### config.mk
export PLATFORM = sky130hd
export DESIGN_NAME = fwl_logger
export DESIGN_NICKNAME = d
export VERILOG_FILES = /design/src/hw/fwl_pkg.sv /design/src/hw/fwl_logger.sv
export SDC_FILE = /design/constraint.sdc
export NUM_CORES = 1
export LEC_CHECK = 0
export BUFFER_PORTS_ARGS = -buffer_cell sky130_fd_sc_hd__buf_2
export CAP_MARGIN = 20
export CORE_UTILIZATION = 45
export CTS_CLUSTER_SIZE = 14
export DETAILED_ROUTE_END_ITERATION = 10
export HOLD_SLACK_MARGIN = 0.08
export SYNTH_ARGS = -nofsm -noshare
export SYNTH_HDL_FRONTEND = slang
export SYNTH_SLANG_ARGS = --single-unit
### constraint.sdc
create_clock -name SYS_CLK -period 13.45 [get_ports SYS_CLK]
set_input_delay 4.035 -clock SYS_CLK [delete_from_list [all_inputs] [get_ports SYS_CLK]]
set_output_delay 4.035 -clock SYS_CLK [all_outputs]
set_load 0.05 [all_outputs]
### src/hw/fwl_pkg.sv
/*
 * Constants for the fault, warning and link-error logger: register
 * offsets, field positions, reset values, event codes and timing counts.
 * Assumes a 125 MHz system clock and a word-aligned register port.
 */
package fwl_pkg;
	// ------------------------------------------------------------------
	// Widths and depths
	// ------------------------------------------------------------------
	localparam int          ADDR_W     = 8;
	localparam int          DATA_W     = 32;
	localparam int          CODE_W     = 8;
	localparam int          RUN_W      = 2;
	localparam int          WRN_N      = 5;
	localparam logic [3:0]  HIST_DEPTH = 4'hA;

	// ------------------------------------------------------------------
	// Register offsets (byte addresses)
	// ------------------------------------------------------------------
	localparam logic [7:0] OFS_CTRL      = 8'h00;
	localparam logic [7:0] OFS_STATUS    = 8'h04;
	localparam logic [7:0] OFS_ERR_LIMIT = 8'h08;
	localparam logic [7:0] OFS_TIMEOUT   = 8'h0C;
	localparam logic [7:0] OFS_ERR_CODE  = 8'h10;
	localparam logic [7:0] OFS_COUNTS    = 8'h14;
	localparam logic [1:0] BANK_ALM      = 2'h1;   // 0x40..0x64
	localparam logic [1:0] BANK_WRN      = 2'h2;   // 0x80..0xA4
	localparam logic [1:0] BANK_CER      = 2'h3;   // 0xC0..0xE4

	// ------------------------------------------------------------------
	// Control bits (write one to act) and status fields
	// ------------------------------------------------------------------
	localparam int CTRL_ALM_CLR   = 0;
	localparam int CTRL_ALM_ERASE = 1;
	localparam int CTRL_WRN_ERASE = 2;
	localparam int CTRL_CER_ERASE = 3;
	localparam int ST_ALM_ACT     = 0;
	localparam int ST_ALM_FATAL   = 1;
	localparam int ST_CAUTION     = 2;
	localparam int ST_ALM_CODE    = 8;
	localparam int ST_WRN_CODE    = 16;
	localparam int CNT_ALM        = 0;
	localparam int CNT_WRN        = 8;
	localparam int CNT_CER        = 16;

	// ------------------------------------------------------------------
	// Reset values
	// ------------------------------------------------------------------
	localparam logic [7:0]  ERR_LIMIT_RST = 8'h03;
	localparam logic [15:0] TIMEOUT_RST   = 16'h0000;   // Zero disables

	// ------------------------------------------------------------------
	// Event codes
	// ------------------------------------------------------------------
	localparam logic [7:0] WRN_OVERHEAT  = 8'h21;
	localparam logic [7:0] WRN_UNDERVOLT = 8'h25;
	localparam logic [7:0] WRN_OVERLOAD  = 8'h30;
	localparam logic [7:0] WRN_OP_ERR    = 8'h6C;
	localparam logic [7:0] WRN_COMM      = 8'h84;
	localparam logic [7:0] CER_FRAME     = 8'h84;
	localparam logic [7:0] CER_UNDEF     = 8'h88;
	localparam logic [7:0] CER_HMI       = 8'h89;
	localparam logic [7:0] CER_BUSY      = 8'h8A;
	localparam logic [7:0] CER_RANGE     = 8'h8C;
	localparam logic [7:0] CER_NOEXEC    = 8'h8D;
	localparam logic [7:0] ALM_COMM      = 8'h84;
	localparam logic [7:0] ALM_TIMEOUT   = 8'h85;
	localparam logic [7:0] ALM_STORAGE   = 8'h41;

	// ------------------------------------------------------------------
	// Timing: one timeout tick is one millisecond
	// ------------------------------------------------------------------
	localparam int MS_TIME_NS    = 1000000;
	localparam int CLK_PERIOD_NS = 8;
	localparam int MS_CYCLES     = MS_TIME_NS / CLK_PERIOD_NS;
endpackage

### src/hw/fwl_logger.sv
/*
 * Fault, warning and link-error logger of a motor driver: alarm latch
 * with its clear paths, self-clearing caution output, classification of
 * host command failures and three newest-first histories of ten codes.
 * Assumes a host-side register port on SYS_CLK, a frame decoder on the
 * same clock that pulses FRAME_DONE with its flags, and asynchronous
 * FAULT_CLEAR and RUN_IN pins.
 */
// The plain strobed port and the placing of the registers were left to the implementer.
// Summary of operation
// - A resettable alarm clears on the falling edge of the fault-clear pin.
// - A host clear request over the link also clears a resettable alarm.
// - Run inputs still on after a link clear restart the motor at once.
// - Non-resettable alarms ignore every clear path; only power cycling clears them.
// - Ten newest alarms are kept in non-volatile storage, newest first.
// - The alarm history is returned on its monitor read.
// - The alarm history is erased on its maintenance command.
// - Caution output follows any warning condition, clearing by itself.
// - Overheat, undervoltage and overload warnings report 21h, 25h, 30h.
// - Handheld test-run or reassigned-input conflict raises warning 6Ch.
// - Any link error raises warning 84h.
// - Ten newest warnings are kept, newest first.
// - Warning history is read on monitor and erased on maintenance command.
// - Power off erases the warning history.
// - Ten newest link errors are kept in volatile storage, readable by host.
// - Framing or block-check errors log link error 84h.
// - Undefined commands are refused and log 88h.
// - Commands during handheld communication are refused and log 89h.
// - Storage busy, internal busy or storage alarm refuse commands, log 8Ah.
// - Out-of-range setting writes are refused and log 8Ch.
// - Commands not executable in the present state are refused, log 8Dh.
// - Link-error history is read on monitor and erased on maintenance command.
// - Consecutive link errors reaching the set limit raise alarm 84h.
// - Timeout without valid host traffic raises alarm 85h.
`timescale 1ns/1ns
module fwl_logger #(
	parameter int MS_CYCLES = fwl_pkg::MS_CYCLES
) (
	input  wire logic                       SYS_CLK,
	input  wire logic                       RESET_N,
	input  wire logic [fwl_pkg::ADDR_W-1:0] REG_ADDR,
	input  wire logic [fwl_pkg::DATA_W-1:0] REG_WDATA,
	input  wire logic                       REG_WR,
	input  wire logic                       REG_RD,
	output logic      [fwl_pkg::DATA_W-1:0] REG_RDATA,
	input  wire logic                       FAULT_CLEAR,
	input  wire logic [fwl_pkg::RUN_W-1:0]  RUN_IN,
	input  wire logic                       HMI_CLEAR,
	input  wire logic                       HMI_BUSY,
	input  wire logic                       HMI_OP_ERR,
	input  wire logic                       ALARM_SET,
	input  wire logic [fwl_pkg::CODE_W-1:0] ALARM_CODE,
	input  wire logic                       ALARM_FATAL,
	input  wire logic                       WARN_OVERHEAT,
	input  wire logic                       WARN_UNDERVOLT,
	input  wire logic                       WARN_OVERLOAD,
	input  wire logic                       FRAME_DONE,
	input  wire logic                       FRAME_ERR,
	input  wire logic                       CMD_UNDEF,
	input  wire logic                       CMD_RANGE,
	input  wire logic                       CMD_NOEXEC,
	input  wire logic                       NVM_BUSY,
	input  wire logic                       INTERNAL_BUSY_FLAG,
	output logic                            CMD_ACCEPT,
	output logic                            CMD_REFUSE,
	output logic      [fwl_pkg::CODE_W-1:0] CMD_ERR_CODE,
	output logic                            ALARM_ACTIVE,
	output logic                            CAUTION_OUTPUT,
	output logic                            RUN_EN
);
	// ------------------------------------------------------------------
	// Declarations
	// ------------------------------------------------------------------
	logic [2:0]                  fclr_sync_reg;
	logic                        fclr_q_reg;
	logic [fwl_pkg::RUN_W-1:0]   run_s1_reg, run_s2_reg, run_s3_reg, run_q_reg;
	logic                        alm_act_reg, alm_fatal_reg;
	logic [7:0]                  alm_code_reg;
	logic [7:0]                  alm_hist_reg [0:9];
	logic [7:0]                  wrn_hist_reg [0:9];
	logic [7:0]                  cer_hist_reg [0:9];
	logic [3:0]                  alm_cnt_reg, wrn_cnt_reg, cer_cnt_reg;
	logic [fwl_pkg::WRN_N-1:0]   wrn_prev_reg, wrn_pend_reg, wrn_pend_next;
	logic                        comm_warn_reg;
	logic [7:0]                  err_limit_reg, err_run_reg, err_run_next;
	logic [15:0]                 tmo_limit_reg, tmo_ms_reg;
	logic [16:0]                 ms_cnt_reg;
	logic [31:0]                 rd_mux;
	logic                        wr_ctrl, fclr_fall, clr_req, clr_ok, storage_alm;
	logic                        cer_hit, cmd_ok, ms_tick, comm_alm, tmo_alm;
	logic                        alm_raise, alm_latch, alm_fatal_in, wrn_push;
	logic [7:0]                  alm_code_in, cer_code, wrn_code_now, wrn_push_code;
	logic [fwl_pkg::WRN_N-1:0]   wrn_vec, wrn_sel;
	logic [1:0]                  rd_bank;
	logic [3:0]                  rd_idx;

	// Code of the lowest set warning bit, zero if none
	function automatic logic [7:0] wrn_code(input logic [fwl_pkg::WRN_N-1:0] v);
		if (v[0])      return fwl_pkg::WRN_OVERHEAT;
		else if (v[1]) return fwl_pkg::WRN_UNDERVOLT;
		else if (v[2]) return fwl_pkg::WRN_OVERLOAD;
		else if (v[3]) return fwl_pkg::WRN_OP_ERR;
		else if (v[4]) return fwl_pkg::WRN_COMM;
		else           return 8'h00;
	endfunction

	// Entry of a history, zero past its fill level
	function automatic logic [7:0] hist_pick(input logic [7:0] e, input logic [3:0] i,
	                                         input logic [3:0] n);
		return (i < n) ? e : 8'h00;
	endfunction

	// Saturating fill count after one push
	function automatic logic [3:0] cnt_push(input logic [3:0] n);
		return (n == fwl_pkg::HIST_DEPTH) ? n : n + 4'h1;
	endfunction

	// ------------------------------------------------------------------
	// Pin synchronisers
	// ------------------------------------------------------------------
	// Three stages; filtered level moves once stages two and three agree
	always_ff @(posedge SYS_CLK or negedge RESET_N) begin
		if (!RESET_N) begin
			fclr_sync_reg <= 3'h0;
			fclr_q_reg    <= 1'b0;
			run_s1_reg    <= '0;
			run_s2_reg    <= '0;
			run_s3_reg    <= '0;
			run_q_reg     <= '0;
		end else begin
			fclr_sync_reg <= {fclr_sync_reg[1:0], FAULT_CLEAR};
			if (fclr_sync_reg[1] == fclr_sync_reg[2])
				fclr_q_reg <= fclr_sync_reg[2];
			run_s1_reg <= RUN_IN;
			run_s2_reg <= run_s1_reg;
			run_s3_reg <= run_s2_reg;
			for (int i = 0; i < fwl_pkg::RUN_W; i++) begin
				if (run_s2_reg[i] == run_s3_reg[i])
					run_q_reg[i] <= run_s3_reg[i];
			end
		end
	end

	// ------------------------------------------------------------------
	// Command classification
	// ------------------------------------------------------------------
	// Refusal code in fixed priority, zero when the command is taken
	assign storage_alm = alm_act_reg && (alm_code_reg == fwl_pkg::ALM_STORAGE);
	assign cer_code = FRAME_ERR                    ? fwl_pkg::CER_FRAME  :
	                  CMD_UNDEF                    ? fwl_pkg::CER_UNDEF  :
	                  HMI_BUSY                     ? fwl_pkg::CER_HMI    :
	                  (NVM_BUSY || INTERNAL_BUSY_FLAG || storage_alm)
	                                               ? fwl_pkg::CER_BUSY   :
	                  CMD_RANGE                    ? fwl_pkg::CER_RANGE  :
	                  CMD_NOEXEC                   ? fwl_pkg::CER_NOEXEC :
	                  8'h00;
	assign cer_hit = FRAME_DONE && (cer_code != 8'h00);
	assign cmd_ok  = FRAME_DONE && (cer_code == 8'h00);

	// Answer pulses and the latest refusal code
	always_ff @(posedge SYS_CLK or negedge RESET_N) begin
		if (!RESET_N) begin
			CMD_ACCEPT   <= 1'b0;
			CMD_REFUSE   <= 1'b0;
			CMD_ERR_CODE <= 8'h00;
		end else begin
			CMD_ACCEPT <= cmd_ok;
			CMD_REFUSE <= cer_hit;
			if (cer_hit)
				CMD_ERR_CODE <= cer_code;
		end
	end

	// Run of consecutive link errors; limit zero never alarms
	assign err_run_next = cer_hit ? ((err_run_reg == 8'hFF) ? err_run_reg
	                                                        : err_run_reg + 8'h01)
	                    : (cmd_ok ? 8'h00 : err_run_reg);
	assign comm_alm = cer_hit && (err_limit_reg != 8'h00)
	                  && (err_run_next == err_limit_reg);

	// Millisecond ticks since the last valid command
	assign ms_tick = (ms_cnt_reg == 17'(MS_CYCLES - 1));
	assign tmo_alm = ms_tick && (tmo_limit_reg != 16'h0000)
	                 && (tmo_ms_reg + 16'h0001 == tmo_limit_reg);
	always_ff @(posedge SYS_CLK or negedge RESET_N) begin
		if (!RESET_N) begin
			err_run_reg   <= 8'h00;
			comm_warn_reg <= 1'b0;
			ms_cnt_reg    <= 17'h0_0000;
			tmo_ms_reg    <= 16'h0000;
		end else begin
			err_run_reg <= err_run_next;
			if (cer_hit)
				comm_warn_reg <= 1'b1;
			else if (cmd_ok)
				comm_warn_reg <= 1'b0;
			if (cmd_ok || ms_tick)
				ms_cnt_reg <= 17'h0_0000;
			else
				ms_cnt_reg <= ms_cnt_reg + 17'h0_0001;
			if (cmd_ok)
				tmo_ms_reg <= 16'h0000;
			else if (ms_tick && (tmo_ms_reg < tmo_limit_reg))
				tmo_ms_reg <= tmo_ms_reg + 16'h0001;
		end
	end

	// ------------------------------------------------------------------
	// Alarm latch
	// ------------------------------------------------------------------
	// Sources in priority order; clears reach resettable alarms only
	assign wr_ctrl      = REG_WR && (REG_ADDR == fwl_pkg::OFS_CTRL);
	assign fclr_fall    = fclr_q_reg && (fclr_sync_reg[1] == fclr_sync_reg[2])
	                      && !fclr_sync_reg[2];
	assign clr_req      = fclr_fall || HMI_CLEAR
	                      || (wr_ctrl && REG_WDATA[fwl_pkg::CTRL_ALM_CLR]);
	assign clr_ok       = clr_req && alm_act_reg && !alm_fatal_reg;
	assign alm_raise    = ALARM_SET || comm_alm || tmo_alm;
	assign alm_code_in  = ALARM_SET ? ALARM_CODE
	                    : (comm_alm ? fwl_pkg::ALM_COMM : fwl_pkg::ALM_TIMEOUT);
	assign alm_fatal_in = ALARM_SET && ALARM_FATAL;
	assign alm_latch    = alm_raise && (!alm_act_reg || clr_ok);
	always_ff @(posedge SYS_CLK or negedge RESET_N) begin
		if (!RESET_N) begin
			alm_act_reg   <= 1'b0;
			alm_fatal_reg <= 1'b0;
			alm_code_reg  <= 8'h00;
		end else if (alm_latch) begin
			alm_act_reg   <= 1'b1;
			alm_fatal_reg <= alm_fatal_in;
			alm_code_reg  <= alm_code_in;
		end else if (clr_ok) begin
			alm_act_reg   <= 1'b0;
			alm_fatal_reg <= 1'b0;
		end
	end
	assign ALARM_ACTIVE = alm_act_reg;
	assign RUN_EN       = (|run_q_reg) && !alm_act_reg;

	// ------------------------------------------------------------------
	// Histories
	// ------------------------------------------------------------------
	// Alarm history keeps its content through reset, as storage would
	always_ff @(posedge SYS_CLK) begin
		if (wr_ctrl && REG_WDATA[fwl_pkg::CTRL_ALM_ERASE]) begin
			for (int i = 0; i < 10; i++)
				alm_hist_reg[i] <= 8'h00;
			alm_cnt_reg <= 4'h0;
		end else if (alm_latch) begin
			for (int i = 9; i > 0; i--)
				alm_hist_reg[i] <= alm_hist_reg[i-1];
			alm_hist_reg[0] <= alm_code_in;
			alm_cnt_reg     <= cnt_push(alm_cnt_reg);
		end
	end

	// Warning conditions and edge-queued logging
	assign wrn_vec       = {comm_warn_reg, HMI_OP_ERR, WARN_OVERLOAD,
	                        WARN_UNDERVOLT, WARN_OVERHEAT};
	assign wrn_code_now  = wrn_code(wrn_vec);
	assign wrn_sel       = wrn_pend_reg & (~wrn_pend_reg + 5'h01);
	assign wrn_push      = |wrn_pend_reg;
	assign wrn_push_code = wrn_code(wrn_sel);
	assign wrn_pend_next = (wrn_pend_reg & ~wrn_sel) | (wrn_vec & ~wrn_prev_reg);

	// Warning history is lost at power off
	always_ff @(posedge SYS_CLK or negedge RESET_N) begin
		if (!RESET_N) begin
			for (int i = 0; i < 10; i++)
				wrn_hist_reg[i] <= 8'h00;
			wrn_cnt_reg    <= 4'h0;
			wrn_prev_reg   <= '0;
			wrn_pend_reg   <= '0;
			CAUTION_OUTPUT <= 1'b0;
		end else begin
			wrn_prev_reg   <= wrn_vec;
			wrn_pend_reg   <= wrn_pend_next;
			CAUTION_OUTPUT <= |wrn_vec;
			if (wr_ctrl && REG_WDATA[fwl_pkg::CTRL_WRN_ERASE]) begin
				for (int i = 0; i < 10; i++)
					wrn_hist_reg[i] <= 8'h00;
				wrn_cnt_reg <= 4'h0;
			end else if (wrn_push) begin
				for (int i = 9; i > 0; i--)
					wrn_hist_reg[i] <= wrn_hist_reg[i-1];
				wrn_hist_reg[0] <= wrn_push_code;
				wrn_cnt_reg     <= cnt_push(wrn_cnt_reg);
			end
		end
	end

	// Link-error history and configuration registers
	always_ff @(posedge SYS_CLK or negedge RESET_N) begin
		if (!RESET_N) begin
			for (int i = 0; i < 10; i++)
				cer_hist_reg[i] <= 8'h00;
			cer_cnt_reg   <= 4'h0;
			err_limit_reg <= fwl_pkg::ERR_LIMIT_RST;
			tmo_limit_reg <= fwl_pkg::TIMEOUT_RST;
		end else begin
			if (wr_ctrl && REG_WDATA[fwl_pkg::CTRL_CER_ERASE]) begin
				for (int i = 0; i < 10; i++)
					cer_hist_reg[i] <= 8'h00;
				cer_cnt_reg <= 4'h0;
			end else if (cer_hit) begin
				for (int i = 9; i > 0; i--)
					cer_hist_reg[i] <= cer_hist_reg[i-1];
				cer_hist_reg[0] <= cer_code;
				cer_cnt_reg     <= cnt_push(cer_cnt_reg);
			end
			if (REG_WR && (REG_ADDR == fwl_pkg::OFS_ERR_LIMIT))
				err_limit_reg <= REG_WDATA[7:0];
			if (REG_WR && (REG_ADDR == fwl_pkg::OFS_TIMEOUT))
				tmo_limit_reg <= REG_WDATA[15:0];
		end
	end

	// ------------------------------------------------------------------
	// Register read port
	// ------------------------------------------------------------------
	// Bank and index decode; unmapped words read zero
	assign rd_bank = REG_ADDR[7:6];
	assign rd_idx  = REG_ADDR[5:2];
	always_comb begin
		rd_mux = 32'h0000_0000;
		if (REG_ADDR[1:0] != 2'h0) begin
			rd_mux = 32'h0000_0000;
		end else if (rd_bank == fwl_pkg::BANK_ALM && rd_idx < fwl_pkg::HIST_DEPTH) begin
			rd_mux[7:0] = hist_pick(alm_hist_reg[rd_idx], rd_idx, alm_cnt_reg);
		end else if (rd_bank == fwl_pkg::BANK_WRN && rd_idx < fwl_pkg::HIST_DEPTH) begin
			rd_mux[7:0] = hist_pick(wrn_hist_reg[rd_idx], rd_idx, wrn_cnt_reg);
		end else if (rd_bank == fwl_pkg::BANK_CER && rd_idx < fwl_pkg::HIST_DEPTH) begin
			rd_mux[7:0] = hist_pick(cer_hist_reg[rd_idx], rd_idx, cer_cnt_reg);
		end else if (REG_ADDR == fwl_pkg::OFS_STATUS) begin
			rd_mux[fwl_pkg::ST_ALM_ACT]        = alm_act_reg;
			rd_mux[fwl_pkg::ST_ALM_FATAL]      = alm_fatal_reg;
			rd_mux[fwl_pkg::ST_CAUTION]        = CAUTION_OUTPUT;
			rd_mux[fwl_pkg::ST_ALM_CODE +: 8]  = alm_code_reg;
			rd_mux[fwl_pkg::ST_WRN_CODE +: 8]  = wrn_code_now;
		end else if (REG_ADDR == fwl_pkg::OFS_ERR_LIMIT) begin
			rd_mux[7:0] = err_limit_reg;
		end else if (REG_ADDR == fwl_pkg::OFS_TIMEOUT) begin
			rd_mux[15:0] = tmo_limit_reg;
		end else if (REG_ADDR == fwl_pkg::OFS_ERR_CODE) begin
			rd_mux[7:0] = CMD_ERR_CODE;
		end else if (REG_ADDR == fwl_pkg::OFS_COUNTS) begin
			rd_mux[fwl_pkg::CNT_ALM +: 4] = alm_cnt_reg;
			rd_mux[fwl_pkg::CNT_WRN +: 4] = wrn_cnt_reg;
			rd_mux[fwl_pkg::CNT_CER +: 4] = cer_cnt_reg;
		end
	end

	// Read data stand for the one cycle after the strobe
	always_ff @(posedge SYS_CLK or negedge RESET_N) begin
		if (!RESET_N)
			REG_RDATA <= 32'h0000_0000;
		else
			REG_RDATA <= REG_RD ? rd_mux : 32'h0000_0000;
	end
endmodule // fwl_logger

==> results of run 1 <==
cell usage in the layout, fill, tap and decap left out, types with 34 or more instances in the layout:
master,count
sky130_fd_sc_hd__clkbuf_16,40
sky130_fd_sc_hd__edfxtp_1,80
sky130_fd_sc_hd__a21oi_1,98
sky130_fd_sc_hd__mux4_2,38
sky130_fd_sc_hd__mux2_2,40
sky130_fd_sc_hd__nand2_1,257
sky130_fd_sc_hd__inv_1,45
sky130_fd_sc_hd__and3_1,96
sky130_fd_sc_hd__ha_1,34
sky130_fd_sc_hd__dfrtp_1,246
sky130_fd_sc_hd__o21ai_0,98
sky130_fd_sc_hd__buf_2,85
sky130_fd_sc_hd__nor2_1,92
power breakdown:
part / internal (uW) / switching (uW) / total [uW]
sequential: 1220 / 161 / 1380
clock: 637 / 410 / 1050
combinational: 253 / 327 / 580
total: 2110 / 898 / 3010
metal layers:
layer  vias to the layer above  wire (um)
met1                      6010      19100
li1                       5766          -
met5                         -         13
met4                         2       1250
met3                        76       2240
met2                       314      18900
area by class of cell:
| cell class | instances | area, um^2 | share of cell area |
|---|---|---|---|
| Sequential cell | 332 | 8690 | 0.468 |
| Multi-Input combinational cell | 1115 | 7290 | 0.392 |
| Clock buffer | 56 | 1120 | 0.0603 |
| Tap cell | 468 | 586 | 0.0315 |
| Timing Repair Buffer | 102 | 573 | 0.0308 |
| Inverter | 46 | 173 | 0.00929 |
| Clock inverter | 12 | 149 | 0.00801 |
| Antenna cell | 1 | 2.50 | 0.000135 |
through the flow:
step / hold WS, ns / cells / total power [uW] / instance area (um^2)
2_1_floorplan: 0.331 / 1605 / 1810 / 16700
3_3_place_gp: 0.343 / 2062 / 1960 / 17300
3_5_place_dp: 0.339 / 2062 / 1980 / 17300
4_1_cts: 0.357 / 2130 / 3040 / 18600
5_1_grt: 0.369 / 2131 / 3180 / 18600
6_report: 0.354 / 2132 / 3010 / 18600
worst paths after layout:
path	to	slack (ns)	depth (start not counted)
worst max-delay path	alm_hist_reg[0][2]$_SDFFCE_PN0P_	5.56	10
worst min-delay path	fclr_sync_reg[1]$_DFF_PN0_	0.35	0
worst max register to register	alm_hist_reg[0][2]$_SDFFCE_PN0P_	9.04	9
worst min register to register	fclr_sync_reg[1]$_DFF_PN0_	0.35	0
max in group asynchronous	wrn_prev_reg[3]$_DFF_PN0_	8.38	2
min in group asynchronous	ms_cnt_reg[12]$_DFF_PN0_	3.62	1
worst max-delay path: stages:
cell and delay [ns]:
sky130_fd_sc_hd__buf_2 0.11, sky130_fd_sc_hd__or4_1 0.56, sky130_fd_sc_hd__a311o_1 0.49, sky130_fd_sc_hd__nor2_2 0.53, sky130_fd_sc_hd__buf_4 0.32, sky130_fd_sc_hd__nor3_1 0.07, sky130_fd_sc_hd__a2111oi_0 0.36, sky130_fd_sc_hd__nand4_1 0.30
sky130_fd_sc_hd__a21bo_1 0.39, sky130_fd_sc_hd__nand2_4 0.80
cells by family (layout without fill, tap and decap cells):
kind of cell               after synthesis  after routing  share of synthesized area
buffers and inverters                  158            216                     0.0426
DFF                                    332            332                      0.522
muxes                                   96             96                     0.0893
xor gates and xnor gates                47             47                     0.0247
other                                    1             12                   0.000225
and+or+nand+nor                        615            615                      0.179
adders and majority gates               37             37                     0.0274
AOI/OAI and AO/OA                      309            309                      0.115
==> summary by stage, run 1 <==
Route
The DRC violations left is 0. The number of nets with antenna violations after routing is 0. After detailed routing, the number of vias per cell comes to 5.71. The pre-antenna-repair detailed-routing pass consisted of 5 iterations. After detailed routing, the average wire length per cell comes to 19.5 um. Summing over every cut layer, the via total after detailed routing is 12,168.

The total length of routed wires is 41,500 um. For this block, the initial DRC count from the detailed router was 1,051.

Place
The count of input and output buffers is 87. The global placement routability congestion is 0.893. Timing analysis after detailed placement gives a worst setup slack of 5.00 ns. The placed wire-length estimate is 27,100 um.

GRT
The first-pass GRT wire length is 66,800 um. The number of antenna violations at the first check in global routing is 2. The maximum number of pins on one net before global-route repair is 135.

For this run, global-route usage on met2 was measured as 0.344. The global routing usage on met3 is 0.0419. Summed over all layers, the global routing overflow is 0. In the global route stage, overall resource usage came out at 0.224. The global routing usage on met1 is 0.319.

The busiest layer in global routing is met2. The number of global-route vias before repair came to 11,894.

Run status
The flow ran to the end, and the final reports show no timing, DRC or antenna violations.

Clock network
The clock sink total is 332. The maximum clock path buffer count is 3. The clock tree from TritonCTS is done. The number of hold buffers added after CTS was 0.

The buffer type at the clock tree root is sky130_fd_sc_hd__clkbuf_16. At the later pin of the worst-skew pair, clock insertion delay measures 0.52 ns. The post-cts gate resize count is 0. CTS built an H-tree with a depth of 2.

The buffer count from post-CTS setup fixing is 0. Clock-pin slew was measured on the worst setup and hold paths at 0.06 ns. Buffers inserted during clock tree synthesis total 38.

Power
The power density over the cells is 162 nW/um^2. The cell leakage power is 0.00810 uW. Across the VDD grid, the largest voltage drop is 76.6 uV.

Logic synthesis
Synthesis produced 1,595 cells. By area the synthesized netlist is led by sky130_fd_sc_hd__dfrtp_1, sky130_fd_sc_hd__edfxtp_1, sky130_fd_sc_hd__nand2_1. The number of warning messages in the yosys log is 0. The sequential share of the synthesized area is 0.522. The top cell type's share of synthesized area is 0.370. After synthesis the netlist holds a flip-flop and latch count of 332.

The cell area after technology mapping is 16,600 um^2. Counting flops with an async set or reset pin after synthesis yields a share of 0.747. The top cell type by total area after synthesis is sky130_fd_sc_hd__dfrtp_1. Synthesis instantiated 80 different standard cells from the library. Yosys mapped a number of flops with a built-in enable equal to 80. Counting instances in the post-synthesis netlist gives the leading cell types as sky130_fd_sc_hd__nand2_1, sky130_fd_sc_hd__dfrtp_1, sky130_fd_sc_hd__a21oi_1, sky130_fd_sc_hd__o21ai_0, sky130_fd_sc_hd__and3_1. sky130_fd_sc_hd__nand2_1 is the most common cell in the netlist.

The most common flop cell mapped by yosys is sky130_fd_sc_hd__dfrtp_1. The per-instance average area after synthesis is 10.4 um^2.

Worst setup path
The endpoint arrival time on the critical path is 8.02 ns. The critical path launch point type is a primary input. The worst setup path startpoint is CMD_RANGE.

The largest fanout of any net on the critical path is 80. The critical path in this run is classified as primary input to flop. The kind of capture point of the worst setup path is a flop. STA puts the critical path data required time at 13.59 ns. The origin of the critical flop-to-flop path is alm_code_reg[0]$_DFFE_PN0P_.

STA
Setup repair after global routing left no endpoint under its margin. The hold violation count in the final report is 0. For the finished layout, the period the worst path requires is 7.89 ns. At the pin with the least slew margin, the transition time is 1.07 ns. The post-route worst setup slack is 5.56 ns. Timing would allow up to 127 MHz. Between clock sinks in the finished design, the worst skew comes to 0.0140 ns. The worst pin sits at a relative slew slack of 0.290. Setup violations remaining at the end of the flow were counted as 0.

The max-slew violation total from the final report is 0. The share of the clock period used by the worst path after layout is 0.587. The setup TNS is 0 ns.

Die
The die boundary height is 194 um. The die outline area is 37,700 um^2. During I/O placement, the number of pins put on the boundary was 115. The floorplan step set the die width to 194 um.

In this run the core area contains 70 standard-cell rows. In this run the standard cell core region covers 36,500 um^2. The starting density of the core is 0.456.

Final layout
In the final layout, the share of cells above drive strength 1 is 0.159. At the end of the flow, the number of nets in the layout was 1,739. The layout overhead on the synthesized area is 11.7%. The final standard cell utilization of the core is 0.509. The total of fill cells in the finished design is 3,278. The register with the most flip-flops in the layout has 80 of them.

Hold path
In this run the most critical hold path is launched from fclr_sync_reg[0]$_DFF_PN0_. The path class of the tightest hold or removal check is flop to flop.

Job
The max-cap check violation count is 0.
Power figures use the tool's default switching activity.
==> run 2: changes to the inputs <==
==> constraint.sdc (replaced) <==
create_clock -name SYS_CLK -period 7.75 [get_ports SYS_CLK]
set_input_delay 2.325 -clock SYS_CLK [delete_from_list [all_inputs] [get_ports SYS_CLK]]
set_output_delay 2.325 -clock SYS_CLK [all_outputs]
set_load 0.05 [all_outputs]
==> run 2 against run 1 <==
  * Non-clock buffer count is 5 higher
  * Sequential share of layout area hardly changed
  * Clock power is 67% higher
  * Critical endpoint is now alm_hist_reg[0][7]$_SDFFCE_PN0P_
  * First-iteration DRC count is 4.9% higher
  * Setup slack worse by 3.4 ns
  * Die area stayed put
==> summary by stage, run 2 (synthesis gave the netlist of run 1 again) <==
Run status
Result of the run: completed (unchanged).

Die
The floorplan core area is 36,500 um^2 (unchanged). The starting density of the core is 0.456 (unchanged). The row count is 70 (unchanged). The die outline area was 37,700 um^2 (unchanged). The I/O pin count came to 115 (unchanged). The die boundary height is 194 um (unchanged).

The width of the chip is 194 um (unchanged).

Final layout
The antenna cell count is 0 (was 1). The non-filler instance count after layout is 2,137 (was 2,132). The most common library cell in the layout ignoring fill and taps is sky130_fd_sc_hd__nand2_1 (unchanged). The share of final-layout standard cells stronger than drive strength 1 came to 0.162 (was 0.159). The net count of the finished layout is 1,744 (was 1,739).

The layout overhead on the synthesized area is 11.8% (was 11.7%). The number of flip-flops under the largest register name came to 80 (unchanged). Commonest cells after routing, fill and taps aside: sky130_fd_sc_hd__nand2_1, sky130_fd_sc_hd__dfrtp_1, sky130_fd_sc_hd__o21ai_0, sky130_fd_sc_hd__a21oi_1, sky130_fd_sc_hd__and3_1 (unchanged). The final standard cell utilization of the core is 0.509 (about the same).

Route
The routed wire length per instance is 19.6 um (was 19.5 um). The number of nets with antenna violations after routing is 0 (unchanged). The total length of routed wires is 41,900 um (was 41,500 um). The ratio of routed vias to standard cells is 5.75 (was 5.71). The detailed router's first-iteration violation count was 1,103 (was 1,051). The DRC violations left was 0 (unchanged). The iteration count of the initial detailed-routing pass is 7 (was 5). The total via count in the routed design was 12,287 (was 12,168).

Worst setup path
The worst setup path startpoint was CMD_RANGE (unchanged). The largest fanout of any net on the critical path is 33 (was 80). The origin of the critical flop-to-flop path is tmo_ms_reg[4]$_DFFE_PN0P_ (was alm_code_reg[0]$_DFFE_PN0P_). The type of the setup path with the least slack is primary input to flop (unchanged). The endpoint arrival time on the critical path came to 5.92 ns (was 8.02 ns). The master of the slowest instance on the critical path is sky130_fd_sc_hd__a21boi_4 (was sky130_fd_sc_hd__nand2_4).

The most used cell along the critical path is sky130_fd_sc_hd__buf_4. The biggest cell delay along the critical path came to 0.76 ns (was 0.80 ns). The critical path launch point type is a primary input (unchanged).

The kind of capture point of the worst setup path is a flop (unchanged). The endpoint of the lowest-slack register-to-register path is alm_hist_reg[0][7]$_SDFFCE_PN0P_ (was alm_hist_reg[0][2]$_SDFFCE_PN0P_). Critical Path, Cell by Cell: buf_2 -> or4_1 -> a311o_1 -> nor2_2 -> buf_4 -> a31oi_1 -> o22ai_1 -> nand4_1 -> a21boi_4 -> buf_4 -> nand2_2 -> a21oi_1 (was buf_2 -> or4_1 -> a311o_1 -> nor2_2 -> buf_4 -> nor3_1 -> a2111oi_0 -> nand4_1 -> a21bo_1 -> nand2_4). The worst path required time is 8.13 ns (was 13.59 ns). The slack of the worst reg-to-reg path came to 3.74 ns (was 9.04 ns). The number of cells on the worst reg-to-reg path is 10 (was 9).

STA
The worst slack on hold paths is 0.348 ns (was 0.354 ns). The final setup violation count is 0 (unchanged). The clock period minus final worst setup slack is 5.54 ns.

The maximum achievable frequency is 180 MHz. Setup repair after global routing missed its margin: no (unchanged). Of the available clock period, the critical path in the final layout requires 0.715. The final clock skew came to 0.0175 ns (was 0.0140 ns). The slew of the pin with the lowest slew margin was 1.09 ns (was 1.07 ns). The hold violation count in the final report is 0 (unchanged).

The setup TNS is 0 ns (unchanged). The normalized max-slew margin is 0.274 (was 0.290). The max-slew violation total from the final report is 0 (unchanged). The post-route worst setup slack is 2.21 ns (was 5.56 ns).

Clock network
The clock transition at the registers of the reported paths is 0.06 ns (about the same). The buffer count from post-CTS setup fixing was 0 (unchanged). The clock tree from TritonCTS was done (unchanged). The clock network latency to the later pin of the worst-skew pair is 0.52 ns (about the same).

The clock sink total is 332 (unchanged). The buffer type at the clock tree root is sky130_fd_sc_hd__clkbuf_16 (unchanged). The post-cts gate resize count came to 0 (unchanged). The post-cts hold buffer count is 0 (unchanged). The maximum clock path buffer count is 3 (unchanged).

The CTS buffer count is 38 (unchanged). The count of H-tree levels built during CTS came to 2 (unchanged).

Job
The max-cap check violation count is 0 (unchanged).

Power
The maximum ir drop on the vdd rail was 163 uV (was 76.6 uV). The cell leakage power is 0.00811 uW (was 0.00810 uW). The power density over the cells is 278 nW/um^2 (was 162 nW/um^2).

Place
The instance count after placement with tap cells included was 2,066 (was 2,062). The count of input and output buffers is 87 (unchanged). The global placement routability congestion is 0.886 (was 0.893). The worst slack at placement is 1.66 ns (was 5.00 ns). The placed wire-length estimate was 27,600 um (was 27,100 um).

GRT
The maximum number of pins on one net before global-route repair was 114 (was 135). The first-pass GRT wire length is 66,800 um (about the same). The number of global-route vias before repair came to 11,728 (was 11,894). The residual overflow from global routing is 0 (unchanged). The number of antenna violations at the first check in global routing is 1 (was 2). The global-route usage over all layers is 0.224 (about the same).

Hold path
The class of the tightest hold or removal check is flop to flop (unchanged). The worst min-delay path startpoint is run_s1_reg[0]$_DFF_PN0_ (was fclr_sync_reg[0]$_DFF_PN0_). The end point of the most critical hold path is run_s2_reg[0]$_DFF_PN0_ (was fclr_sync_reg[1]$_DFF_PN0_). The number of stages on the worst hold path came to 0 (unchanged).
-- run 2: cell types whose count changed in the layout (fill, tap and decap cells not counted), sizes merged --
cell | previous run | this run
buf | 102 | 107
bufinv | 3 | 1
clkbuf | 56 | 57
clkinv | 9 | 10
diode | 1 | 0
inv | 46 | 47
-- run 2: through the flow --
stage,power [uW],cell area [um^2]
floorplan,3140,16700
global placement,3400,17400
detailed placement,3440,17400
CTS,5210,18600
global route,5450,18600
finish,5170,18600
-- run 2: how the worst max path moves through the flow --
stage          slack [ns]  depth (start not counted)                                to
5_1_grt              1.86                         11  alm_hist_reg[0][7]$_SDFFCE_PN0P_
3_5_place_dp         1.66                         12  alm_hist_reg[0][7]$_SDFFCE_PN0P_
2_1_floorplan        1.09                         10  alm_hist_reg[0][0]$_SDFFCE_PN0P_
6_report             2.21                         12  alm_hist_reg[0][7]$_SDFFCE_PN0P_
4_1_cts              2.21                         12  alm_hist_reg[0][7]$_SDFFCE_PN0P_
3_3_place_gp         1.70                         12  alm_hist_reg[0][7]$_SDFFCE_PN0P_
-- run 2: per-layer routing --
layer,track usage,vias up,share of wire,wire length [um]
li1,-,5776,-,-
met1,0.324,6074,0.45,19000
met2,0.343,368,0.46,19100
met3,0.0444,67,0.067,2810
met4,0.0594,2,0.024,991
met5,0,-,0.00031,13
-- run 2: cell type report --
class                           instances  area, um^2
Clock buffer                           57        1120
Clock inverter                         12        93.8
Fill cell                            3297       17900
Inverter                               46         173
Multi-Input combinational cell       1115        7290
Tap cell                              468         586
Sequential cell                       332        8690
Timing Repair Buffer                  107         639
-- run 2: critical path: cells and delay by family --
kind | cells | cell delay, ns
AO/OA/AOI/OAI | 5 | 1.65
buffers and inverters | 3 | 0.83
AND/OR/NAND/NOR | 4 | 1.07
-- run 2: report_power, final --
part | switching (uW) | internal (uW) | leakage, uW
clock network | 712 | 1040 | 0.000608
registers | 286 | 2110 | 0.00392
logic | 573 | 445 | 0.00359
